[config.mk]
export PLATFORM = sky130hd
export DESIGN_NAME = lsid_decoder
export DESIGN_NICKNAME = d
export VERILOG_FILES = /design/src/lsid_pkg.sv /design/src/lsid_flasher.sv /design/src/lsid_decoder.sv
export SDC_FILE = /design/constraint.sdc
export NUM_CORES = 1
export LEC_CHECK = 0
export ABC_AREA = 0
export BUFFER_PORTS_ARGS = -buffer_cell sky130_fd_sc_hd__buf_2
export CORE_MARGIN = 2
export CORE_UTILIZATION = 50
export CTS_BUF_LIST = sky130_fd_sc_hd__clkbuf_4 sky130_fd_sc_hd__clkbuf_8
export DETAILED_ROUTE_END_ITERATION = 10
export GPL_TIMING_DRIVEN = 1
export PLACE_DENSITY = 0.75
export SETUP_SLACK_MARGIN = 0.02
export SYNTH_ARGS = -nofsm -noshare
export SYNTH_HDL_FRONTEND = slang
export SYNTH_SLANG_ARGS = --single-unit
[constraint.sdc]
create_clock -name clk -period 4.65 [get_ports clk]
set_input_delay 0.93 -clock clk [delete_from_list [all_inputs] [get_ports clk]]
set_output_delay 0.93 -clock clk [all_outputs]
set_load 0.03 [all_outputs]
[src/lsid_pkg.sv]
// shared constants and types for the light screen indicator decoder
package lsid_pkg;

    // clock and timing, times in milliseconds
    localparam int unsigned CLK_HZ          = 40_000_000;
    localparam int unsigned CYC_PER_MS      = CLK_HZ / 1000;
    localparam int unsigned FLASH_EIGHTH_MS = 125;  // one eighth of a lamp flash period
    localparam int unsigned SCAN_SHOW_MS    = 300;  // on or off half of one scan code flash
    localparam int unsigned RST_MIN_MS      = 250;
    localparam int unsigned RST_MAX_MS      = 2000;
    localparam int unsigned CNT_W           = 27;
    localparam logic [2:0]  SCAN_PHASES     = 3'h6; // three on/off pairs

    // register bus
    localparam int unsigned ADDR_W      = 8;
    localparam logic [7:0]  REG_CFG     = 8'h00;
    localparam logic [7:0]  REG_STAT    = 8'h04;
    localparam logic [7:0]  REG_ERR     = 8'h08;
    localparam logic [1:0]  RESP_OKAY   = 2'h0;
    localparam logic [1:0]  RESP_SLVERR = 2'h2;

    // configuration register fields and reset value
    localparam int unsigned CFG_LATCH   = 0;
    localparam int unsigned CFG_REDRES  = 1;
    localparam int unsigned CFG_SCAN    = 2;
    localparam logic [2:0]  CFG_RESET   = 3'h0;     // trip, full resolution, scan code 1
    localparam logic [7:0]  SCAN_CODE1  = 8'h01;
    localparam logic [7:0]  SCAN_CODE2  = 8'h02;
    localparam int unsigned NZONE       = 8;

    typedef enum logic [1:0] {EM_POWERUP, EM_RUN, EM_TEST, EM_LOCKOUT} lsid_em_mode_t;
    typedef enum logic [1:0] {RXS_POWERUP, RXS_SCAN, RXS_LOCKOUT} lsid_rx_sense_t;
    typedef enum logic [2:0] {RS_POWERUP, RS_ALIGN, RS_RUN, RS_LATCHED, RS_LOCKOUT}
        lsid_rx_state_t;
    typedef enum logic [2:0] {DK_BLANK, DK_SCAN, DK_DASH, DK_LATCH, DK_COUNT, DK_ERROR}
        lsid_disp_kind_t;

    typedef struct packed {
        logic red;
        logic green;
    } lsid_lamp_t;

    typedef struct packed {
        lsid_disp_kind_t kind;
        logic            goalpost;
        logic [7:0]      value;
    } lsid_disp_t;

    typedef struct packed {
        logic [NZONE-1:0] zone_blocked;
        logic             beam1_blocked;
        logic [7:0]       blocked_count;
    } lsid_beams_t;

endpackage : lsid_pkg

[src/lsid_flasher.sv]
// free-running lamp flash pattern generator
`timescale 1ns/10ps
module lsid_flasher
    import lsid_pkg::*;
#(
    parameter int unsigned EIGHTH_CYC = FLASH_EIGHTH_MS * CYC_PER_MS
) (
    // clock and reset
    input  wire logic clk,
    input  wire logic rst_n,
    // patterns
    output logic      flash,
    output logic      single,
    output logic      dbl
);

    logic [CNT_W-1:0] tick_q;
    logic [2:0]       ph_q;
    wire              tick_end = tick_q == CNT_W'(EIGHTH_CYC - 1);

    // eighth-period tick and phase; patterns are registered to stay glitch free
    always_ff @(posedge clk) begin
        if (!rst_n) begin
            tick_q <= '0;
            ph_q   <= 3'h0;
            flash  <= 1'b0;
            single <= 1'b0;
            dbl    <= 1'b0;
        end else begin
            tick_q <= tick_end ? '0 : tick_q + 1'b1;
            if (tick_end) ph_q <= ph_q + 1'b1;
            flash  <= !ph_q[2];                      // half on, half off
            single <= ph_q == 3'h0;                  // one short pulse per period
            dbl    <= ph_q == 3'h0 || ph_q == 3'h2;  // two short pulses
        end
    end

endmodule : lsid_flasher

[src/lsid_decoder.sv]
// light screen indicator decoder: emitter and receiver lamps, displays, safety outputs
// Contract
// RQ1: emitter status lamp: red flash power-up, green run, flashing green test, red flash fault
// RQ2: emitter display shows its error code during lockout
// RQ3: both displays show scan code at power-up and whenever it changes
// RQ4: receiver has eight zone lamps, each for one eighth of the beams
// RQ5: zone lamp green when clear, red when any beam in it blocked
// RQ6: receiver status green with outputs on, red off, flashing red lockout
// RQ7: reset lamp on in run, off in power-up, alignment and lockout
// RQ8: latch: reset lamp double-flash aligned clear, single-flash latched clear, outputs off
// RQ9: display shows dash for trip, L for latch, error code in lockout
// RQ10: power-up: status and zones single-flash red, reset off, outputs off, scan 3x
// RQ11: beam 1 blocked: only zone 1 red, other zones off
// RQ12: beam 1 clear, others blocked: display blocked count, outputs off
// RQ13: run all clear: outputs on, zones green, status green or flashing if reduced
// RQ14: lockout: outputs off, reset and zones off, status flashing red, error code
// RQ15: cascade stop: goalposts on display, outputs off, status red, reset lamp on
// RQ16: trip restores outputs when clear; latch waits for manual reset
// RQ17: reset switch held a quarter to two seconds then released; longer is ignored
// RQ18: all flash and scan display periods are clock-derived parameters
`timescale 1ns/10ps
module lsid_decoder
    import lsid_pkg::*;
#(
    parameter int unsigned EIGHTH_CYC  = FLASH_EIGHTH_MS * CYC_PER_MS,
    parameter int unsigned SCAN_CYC    = SCAN_SHOW_MS * CYC_PER_MS,
    parameter int unsigned RST_MIN_CYC = RST_MIN_MS * CYC_PER_MS,
    parameter int unsigned RST_MAX_CYC = RST_MAX_MS * CYC_PER_MS
) (
    // clock and reset
    input  wire logic             clk,
    input  wire logic             rst_n,
    // axi4-lite slave
    input  wire logic [ADDR_W-1:0] s_axi_awaddr,
    input  wire logic             s_axi_awvalid,
    output logic                  s_axi_awready,
    input  wire logic [31:0]      s_axi_wdata,
    input  wire logic [3:0]       s_axi_wstrb,
    input  wire logic             s_axi_wvalid,
    output logic                  s_axi_wready,
    output logic [1:0]            s_axi_bresp,
    output logic                  s_axi_bvalid,
    input  wire logic             s_axi_bready,
    input  wire logic [ADDR_W-1:0] s_axi_araddr,
    input  wire logic             s_axi_arvalid,
    output logic                  s_axi_arready,
    output logic [31:0]           s_axi_rdata,
    output logic [1:0]            s_axi_rresp,
    output logic                  s_axi_rvalid,
    input  wire logic             s_axi_rready,
    // emitter sensor state
    input  wire lsid_em_mode_t    em_mode,
    input  wire logic             em_health_warn,
    input  wire logic [7:0]       em_error_code,
    // receiver sensor state
    input  wire lsid_rx_sense_t   rx_sense,
    input  wire lsid_beams_t      rx_beams,
    input  wire logic [7:0]       rx_error_code,
    input  wire logic             cascade_stop_input,
    input  wire logic             reset_switch_closed,
    // indicators and outputs
    output lsid_lamp_t            em_status_lamp,
    output lsid_disp_t            em_display,
    output lsid_lamp_t            rx_status_lamp,
    output logic [NZONE-1:0]      rx_zone_red,
    output logic [NZONE-1:0]      rx_zone_green,
    output logic                  rx_reset_lamp,
    output lsid_disp_t            rx_display,
    output logic                  safety_outputs
);

    // mapped register check, shared by read and write paths
    function automatic logic addr_ok(input logic [ADDR_W-1:0] a);
        addr_ok = a == REG_CFG || a == REG_STAT || a == REG_ERR;
    endfunction : addr_ok

    // one zone lamp from the common receiver conditions
    function automatic lsid_lamp_t zone_lamp(input logic blk, input logic first,
                                             input logic pu, input logic lock,
                                             input logic b1, input logic sflash);
        zone_lamp.red   = pu ? sflash : lock ? 1'b0 : b1 ? first : blk;
        zone_lamp.green = !pu && !lock && !b1 && !blk;
    endfunction : zone_lamp

    // flash patterns
    logic fl_flash;
    logic fl_single;
    logic fl_dbl;

    lsid_flasher #(.EIGHTH_CYC(EIGHTH_CYC)) u_flash ( // RQ18
        .clk    (clk),
        .rst_n  (rst_n),
        .flash  (fl_flash),
        .single (fl_single),
        .dbl    (fl_dbl)
    );

    // ---------------- register bus ----------------
    logic [2:0]        cfg_q;
    logic              aw_hold_q;
    logic              w_hold_q;
    logic [ADDR_W-1:0] aw_addr_q;
    logic [7:0]        w_byte_q;
    logic              w_lane_q;
    lsid_rx_state_t    st_q;
    lsid_rx_state_t    st_d;
    logic              scan_act_q;

    assign s_axi_awready = !aw_hold_q && !s_axi_bvalid;
    assign s_axi_wready  = !w_hold_q && !s_axi_bvalid;
    assign s_axi_arready = !s_axi_rvalid;
    wire wr_fire = aw_hold_q && w_hold_q && !s_axi_bvalid;
    wire rd_fire = s_axi_arvalid && s_axi_arready;
    wire cfg_wr  = wr_fire && aw_addr_q == REG_CFG && w_lane_q;

    // status and error words read back
    wire [31:0] stat_word = {24'h0, st_q, scan_act_q, cascade_stop_input, rx_reset_lamp,
                             safety_outputs, rx_beams.beam1_blocked};
    wire [31:0] err_word  = {16'h0, em_error_code, rx_error_code};
    wire [31:0] rd_word   = s_axi_araddr == REG_CFG  ? {29'h0, cfg_q} :
                            s_axi_araddr == REG_STAT ? stat_word :
                            s_axi_araddr == REG_ERR  ? err_word : 32'h0;

    // address and data may arrive in either order; response once both are held
    always_ff @(posedge clk) begin
        if (!rst_n) begin
            aw_hold_q    <= 1'b0;
            w_hold_q     <= 1'b0;
            aw_addr_q    <= '0;
            w_byte_q     <= 8'h0;
            w_lane_q     <= 1'b0;
            s_axi_bvalid <= 1'b0;
            s_axi_bresp  <= RESP_OKAY;
            cfg_q        <= CFG_RESET;
        end else begin
            if (s_axi_awvalid && s_axi_awready) begin
                aw_hold_q <= 1'b1;
                aw_addr_q <= s_axi_awaddr;
            end
            if (s_axi_wvalid && s_axi_wready) begin
                w_hold_q <= 1'b1;
                w_byte_q <= s_axi_wdata[7:0];
                w_lane_q <= s_axi_wstrb[0];
            end
            if (wr_fire) begin
                aw_hold_q    <= 1'b0;
                w_hold_q     <= 1'b0;
                s_axi_bvalid <= 1'b1;
                s_axi_bresp  <= addr_ok(aw_addr_q) ? RESP_OKAY : RESP_SLVERR;
            end else if (s_axi_bready) begin
                s_axi_bvalid <= 1'b0;
            end
            if (cfg_wr) cfg_q <= w_byte_q[2:0];  // status and error words ignore writes
        end
    end

    // read data is registered; held until rready
    always_ff @(posedge clk) begin
        if (!rst_n) begin
            s_axi_rvalid <= 1'b0;
            s_axi_rdata  <= 32'h0;
            s_axi_rresp  <= RESP_OKAY;
        end else if (rd_fire) begin
            s_axi_rvalid <= 1'b1;
            s_axi_rdata  <= rd_word;
            s_axi_rresp  <= addr_ok(s_axi_araddr) ? RESP_OKAY : RESP_SLVERR;
        end else if (s_axi_rready) begin
            s_axi_rvalid <= 1'b0;
        end
    end

    wire latch_cfg = cfg_q[CFG_LATCH];
    wire redres    = cfg_q[CFG_REDRES];
    wire [7:0] scan_num = cfg_q[CFG_SCAN] ? SCAN_CODE2 : SCAN_CODE1;

    // ---------------- manual reset qualification ----------------
    logic [CNT_W-1:0] sw_cnt_q;
    logic             sw_q;
    logic             valid_reset_q;
    wire sw_open_edge = sw_q && !reset_switch_closed;
    wire sw_in_window = sw_cnt_q >= CNT_W'(RST_MIN_CYC) && sw_cnt_q <= CNT_W'(RST_MAX_CYC);
    wire sw_sat       = sw_cnt_q == CNT_W'(RST_MAX_CYC + 1);

    // closure length measured; a too-long hold saturates and is never accepted
    always_ff @(posedge clk) begin
        if (!rst_n) begin
            sw_q          <= 1'b0;
            sw_cnt_q      <= '0;
            valid_reset_q <= 1'b0;
        end else begin
            sw_q          <= reset_switch_closed;
            valid_reset_q <= sw_open_edge && sw_in_window; // RQ17
            if (!reset_switch_closed) sw_cnt_q <= '0;
            else if (!sw_sat) sw_cnt_q <= sw_cnt_q + 1'b1;
        end
    end

    // ---------------- scan code display ----------------
    logic [CNT_W-1:0] scan_cnt_q;
    logic [2:0]       scan_ph_q;
    logic             scan_prev_q;
    wire scan_chg  = scan_prev_q != cfg_q[CFG_SCAN];
    wire scan_tend = scan_cnt_q == CNT_W'(SCAN_CYC - 1);
    wire scan_vis  = scan_act_q && !scan_ph_q[0];

    // starts active out of reset, restarts on a change, three on/off pairs
    always_ff @(posedge clk) begin
        if (!rst_n) begin
            scan_act_q  <= 1'b1;
            scan_cnt_q  <= '0;
            scan_ph_q   <= 3'h0;
            scan_prev_q <= CFG_RESET[CFG_SCAN];
        end else begin
            scan_prev_q <= cfg_q[CFG_SCAN];
            if (scan_chg) begin // RQ3
                scan_act_q <= 1'b1;
                scan_cnt_q <= '0;
                scan_ph_q  <= 3'h0;
            end else if (scan_act_q) begin
                scan_cnt_q <= scan_tend ? '0 : scan_cnt_q + 1'b1;
                if (scan_tend) begin
                    scan_ph_q <= scan_ph_q + 1'b1;
                    if (scan_ph_q == SCAN_PHASES - 3'h1) scan_act_q <= 1'b0; // RQ10
                end
            end
        end
    end

    // ---------------- receiver mode tracking ----------------
    wire all_clear = !rx_beams.beam1_blocked && rx_beams.blocked_count == 8'h0 &&
                     rx_beams.zone_blocked == '0;

    // latch config parks in latched state until a qualified reset with beams clear
    always_comb begin
        st_d = st_q;
        unique case (st_q)
            RS_POWERUP: if (rx_sense == RXS_SCAN) st_d = RS_ALIGN;
            RS_ALIGN:   if (all_clear && (!latch_cfg || valid_reset_q)) st_d = RS_RUN; // RQ16
            RS_RUN:     if (latch_cfg && (!all_clear || cascade_stop_input))
                            st_d = RS_LATCHED; // RQ16
            RS_LATCHED: if (all_clear && !cascade_stop_input && valid_reset_q) st_d = RS_RUN;
            RS_LOCKOUT: if (valid_reset_q && rx_sense != RXS_LOCKOUT) st_d = RS_ALIGN;
            default:    st_d = RS_POWERUP;
        endcase
        if (rx_sense == RXS_LOCKOUT) st_d = RS_LOCKOUT;
        else if (rx_sense == RXS_POWERUP) st_d = RS_POWERUP;
    end

    // ---------------- receiver indicator decode ----------------
    wire in_pu   = st_q == RS_POWERUP;
    wire in_lock = st_q == RS_LOCKOUT;
    wire in_run  = st_q == RS_RUN;
    wire in_ltch = st_q == RS_LATCHED;
    wire in_aln  = st_q == RS_ALIGN;
    wire scanned = in_aln || in_run || in_ltch;
    wire b1_hold = rx_beams.beam1_blocked && scanned;
    wire aln_rdy = in_aln && latch_cfg && all_clear;
    wire safe_d  = in_run && all_clear && !cascade_stop_input; // RQ13 RQ12 RQ15 RQ14

    // green while on, flashing at reduced resolution; red otherwise
    wire rx_grn_d = safe_d && (!redres || fl_flash);                          // RQ6 RQ13
    wire rx_red_d = in_pu ? fl_single : in_lock ? fl_flash : !safe_d;         // RQ6 RQ10
    wire rst_lp_d = in_run ? 1'b1 :                                           // RQ7 RQ15
                    in_ltch ? ((all_clear && !cascade_stop_input) ? fl_single : 1'b1) : // RQ8
                    aln_rdy ? fl_dbl : 1'b0;                                  // RQ8 RQ7

    // zone lamps, one per eighth of the beam array
    lsid_lamp_t zone_d [NZONE];
    genvar gi;
    generate
        for (gi = 0; gi < NZONE; gi++) begin : g_zone
            assign zone_d[gi] = zone_lamp(rx_beams.zone_blocked[gi], gi == 0, in_pu, // RQ4
                                          in_lock, b1_hold, fl_single); // RQ5 RQ11 RQ10
        end
    endgenerate

    // receiver display: error first, then scan code, then count or config symbol
    wire show_cnt = !rx_beams.beam1_blocked && !all_clear && scanned;
    lsid_disp_kind_t rx_kind_d;
    assign rx_kind_d = in_lock ? DK_ERROR :                                  // RQ9 RQ14
                       (in_pu || scan_act_q) ? (scan_vis ? DK_SCAN : DK_BLANK) : // RQ3
                       aln_rdy ? DK_BLANK :
                       show_cnt ? DK_COUNT :                                 // RQ12
                       latch_cfg ? DK_LATCH : DK_DASH;                       // RQ9
    wire [7:0] rx_val_d = rx_kind_d == DK_ERROR ? rx_error_code :
                          rx_kind_d == DK_SCAN  ? scan_num :
                          rx_kind_d == DK_COUNT ? rx_beams.blocked_count : 8'h0;
    wire goal_d = cascade_stop_input && !in_pu && !in_lock; // RQ15

    // ---------------- emitter indicator decode ----------------
    wire em_fault = em_mode == EM_LOCKOUT || em_health_warn;
    wire em_red_d = em_fault ? fl_flash : em_mode == EM_POWERUP ? fl_single : 1'b0; // RQ1
    wire em_grn_d = !em_fault && (em_mode == EM_RUN || (em_mode == EM_TEST && fl_flash)); // RQ1
    lsid_disp_kind_t em_kind_d;
    assign em_kind_d = em_mode == EM_LOCKOUT ? DK_ERROR :                     // RQ2
                       (scan_act_q && scan_vis) ? DK_SCAN : DK_BLANK;        // RQ3
    wire [7:0] em_val_d = em_kind_d == DK_ERROR ? em_error_code :
                          em_kind_d == DK_SCAN  ? scan_num : 8'h0;

    // every indicator and the safety outputs come from flops
    always_ff @(posedge clk) begin
        if (!rst_n) begin
            st_q           <= RS_POWERUP;
            safety_outputs <= 1'b0;
            rx_status_lamp <= '0;
            rx_reset_lamp  <= 1'b0;
            rx_zone_red    <= '0;
            rx_zone_green  <= '0;
            rx_display     <= '0;
            em_status_lamp <= '0;
            em_display     <= '0;
        end else begin
            st_q           <= st_d;
            safety_outputs <= safe_d;
            rx_status_lamp <= '{red: rx_red_d, green: rx_grn_d};
            rx_reset_lamp  <= rst_lp_d;
            for (int i = 0; i < NZONE; i++) begin
                rx_zone_red[i]   <= zone_d[i].red;
                rx_zone_green[i] <= zone_d[i].green;
            end
            rx_display     <= '{kind: rx_kind_d, goalpost: goal_d, value: rx_val_d};
            em_status_lamp <= '{red: em_red_d, green: em_grn_d};
            em_display     <= '{kind: em_kind_d, goalpost: 1'b0, value: em_val_d};
        end
    end
endmodule : lsid_decoder

==> metrics.cfg <==
[logic_synthesis]
yosysTopAreaCellShare_pct=46.47
synth-main-ff-cell=dfxtp_1
async_flop_share_pct=0
yosysSeqAreaShare_pct=46.47
synth_enable_flop_cells=0
ys_types=60
syn_avg_cell_area_sq_um=8.917
synth_area_leaders=dfxtp_1, nor2_1, xor2_1, nand2_1, nor2b_1
synthCells=860
synth_largest_area_cell=dfxtp_1
ys.warnings.count=0
syn_area_sq_mm=0.007669
ys_ff_latch=178

[layout]
fin_util_pct=58.31
antenna_cells=0
layout-drive-gt1-share_pct=18.89
multi_input_area_sq_mm=0.003795
seqCellArea_sq_mm=0.003563
fill_cells=1345
fin_area_sq_mm=0.008798
num-nets-final=1085
area.growth.synth_to_final_pct=14.73

[grt]
overflow=0
grt_max_degree=49
grt.total_usage_pct=19.03
grt_pass1_wl_um=25570
grt_antenna_before_repair=0
first_global_vias=5543

[floorplanning]
num_rows=45
core_area_sq_mm=0.01509
dieWidth_um=127.8
die_h_um=127.8
start_util_pct=50.82
die_area_sq_mm=0.01634
ios=186

[detailed_routing]
detail_route.wl_per_cell_um=13.17
dr.pass1.iters=5
dr.first_iter.drc_count=399
viasPerCell=5.210
num_vias=6137
ant_nets=0
drc=0
drt-total-wl_um=15510

[clock_tree]
ctsResizeCount=0
cts_setup_buffers=0
cts_max_level=4
cts_tree=built
cts_hold_buf=0
cts.sinks=178
cts_root_buf=clkbuf_8
clockBufferDepth=2
cts_buffers=17
worst_skew_pair.late_latency_ps=450
cts.clk_slew.worst_paths_ps=80

[min_path]
worstHoldPathType=reg -> reg

[sta]
finalCritPeriodShare_pct=56.40
finalClockSkew_ps=13.63
slew_headroom_pct=32.55
rsz0062_at_grt=no
finalSetupViolCount=0
fin_crit_ps=2622
fin_tns_setup_ps=0
finalMaxSlewViolations=0
fmax_ghz=0.3813
tightest_slew_ps=1010
finalHoldViolCount=0

[place]
placed_area_sq_mm=0.008346
io_buffers=133
dp_hpwl_um=11290
place_congestion=0.8283

[run_status]
status=finished, final reports clean

[power_and_ir_drop]
ir_drop_uv=203.0
p_per_area_mw_per_mm2=339.2
p_leak_nw=3.635

[worst_setup_path]
endpoint_kind=flop
required_ps=4940
worstSetupPathType=reg -> reg
cp_max_fo=26
worst-endpoint-arrival_ps=2910
cp-start-kind=flop

[run]
maxCapViolations=0

==> registers in the layout, summed over array words and instances (netlist names), 2 cells and up <==
name	cells
scan_cnt_q	27
sw_cnt_q	27
u_flash.tick_q	27
s_axi_rdata	16
rx_display	12
em_display	10
aw_addr_q	8
rx_zone_green	8
rx_zone_red	8
cfg_q	3
scan_ph_q	3
st_q	3
u_flash.ph_q	3
w_byte_q	3
em_status_lamp	2
rx_status_lamp	2
==> worst paths after layout <==
kind | start | endpoint | slack (ps) | cells past startpoint
setup / recovery | u_flash.tick_q[0]$_SDFF_PP0_ | u_flash.tick_q[4]$_SDFF_PP0_ | 2030 | 6
hold / removal | aw_addr_q[6]$_SDFFE_PN0P_ | aw_addr_q[6]$_SDFFE_PN0P_ | 470 | 2
setup reg to reg | u_flash.tick_q[0]$_SDFF_PP0_ | u_flash.tick_q[4]$_SDFF_PP0_ | 2030 | 6
hold reg to reg | aw_addr_q[6]$_SDFFE_PN0P_ | aw_addr_q[6]$_SDFFE_PN0P_ | 470 | 2
==> cells in the mapped netlist, types with 3 or more instances <==
master,instances
nor4_1,10
clkbuf_1,28
and4_1,5
ha_1,9
o21ai_0,22
nand2_1,72
a21oi_1,28
buf_4,20
nor4b_1,5
nor2b_1,34
xor2_1,48
inv_1,21
or2_2,3
nand3_1,25
and3_1,20
o21a_1,3
nor3b_1,3
mux2i_1,15
and2_1,25
nand4_1,28
buf_2,5
o211a_1,4
a22oi_1,18
a21o_1,8
nor3_1,16
o221a_2,7
xnor2_1,23
nor2_1,113
nand2b_1,7
or4_1,4
a21boi_0,12
dfxtp_1,178
or3_1,10
==> cell families (layout without fill, tap and decap cells) <==
logic type               after synthesis  after routing  synth area share, %
multiplexers                          15             15                1.958
AND/OR/NAND/NOR                      394            394                26.61
AO/OA/AOI/OAI                        116            116                10.36
flip-flops                           178            178                46.47
other                                  1             20              0.04890
buffers and inverters                 76            187                4.976
adder cells (fa/ha/maj)                9              9                1.468
XOR/XNOR                              71             71                8.109
==> cells in the final DEF, fill, tap and decap left out, types with 20 or more instances in the layout <==
cell,n
a21oi_1,28
and2_1,25
and3_1,20
buf_2,133
conb_1,20
dfxtp_1,178
inv_1,21
nand2_1,72
nand3_1,25
nand4_1,28
nor2_1,113
nor2b_1,34
o21ai_0,22
xnor2_1,23
xor2_1,48
==> area by class of cell <==
type	instances	share of cell area, %
Multi-Input combinational cell	625	43.13
Sequential cell	178	40.50
Tap cell	188	2.673
Clock inverter	13	2.247
Clock buffer	19	2.901
Timing Repair Buffer	134	7.651
Inverter	21	0.8959
==> worst max-delay path, stage by stage, from the launching register on <==
cell      delay, ps
dfxtp_1         390
ha_1            230
nand2_1         100
or2_2           300
nor3_1          510
nand2b_1        830
nor2_1          130
==> through the flow <==
stage | cells | worst slack, ps | hold slack, ps | power, mW
after floorplan | 879 | 2300 | 429.2 | 1.781
after global placement | 1146 | 1851 | 443.0 | 1.841
after detailed placement | 1146 | 1816 | 461.1 | 1.844
after CTS | 1178 | 1976 | 472.9 | 3.016
after global routing | 1178 | 1746 | 499.1 | 3.108
final | 1178 | 2028 | 466.5 | 2.985
==> power breakdown <==
| part | total, mW | internal, mW | switching, mW |
|---|---|---|---|
| Sequential | 1.58 | 1.56 | 0.0195 |
| Clock | 1.18 | 0.617 | 0.560 |
| Combinational | 0.231 | 0.0773 | 0.154 |
==> per-layer routing <==
layer	vias to the layer above	part of all wire (%)	GRT usage, %
met5	-	0	0
met4	0	0.46	4.590
met3	4	5.2	5.217
met2	148	47	31.87
met1	2839	47	24.50
li1	3146	-	-
No activity file was read; power rests on OpenSTA's default activity.
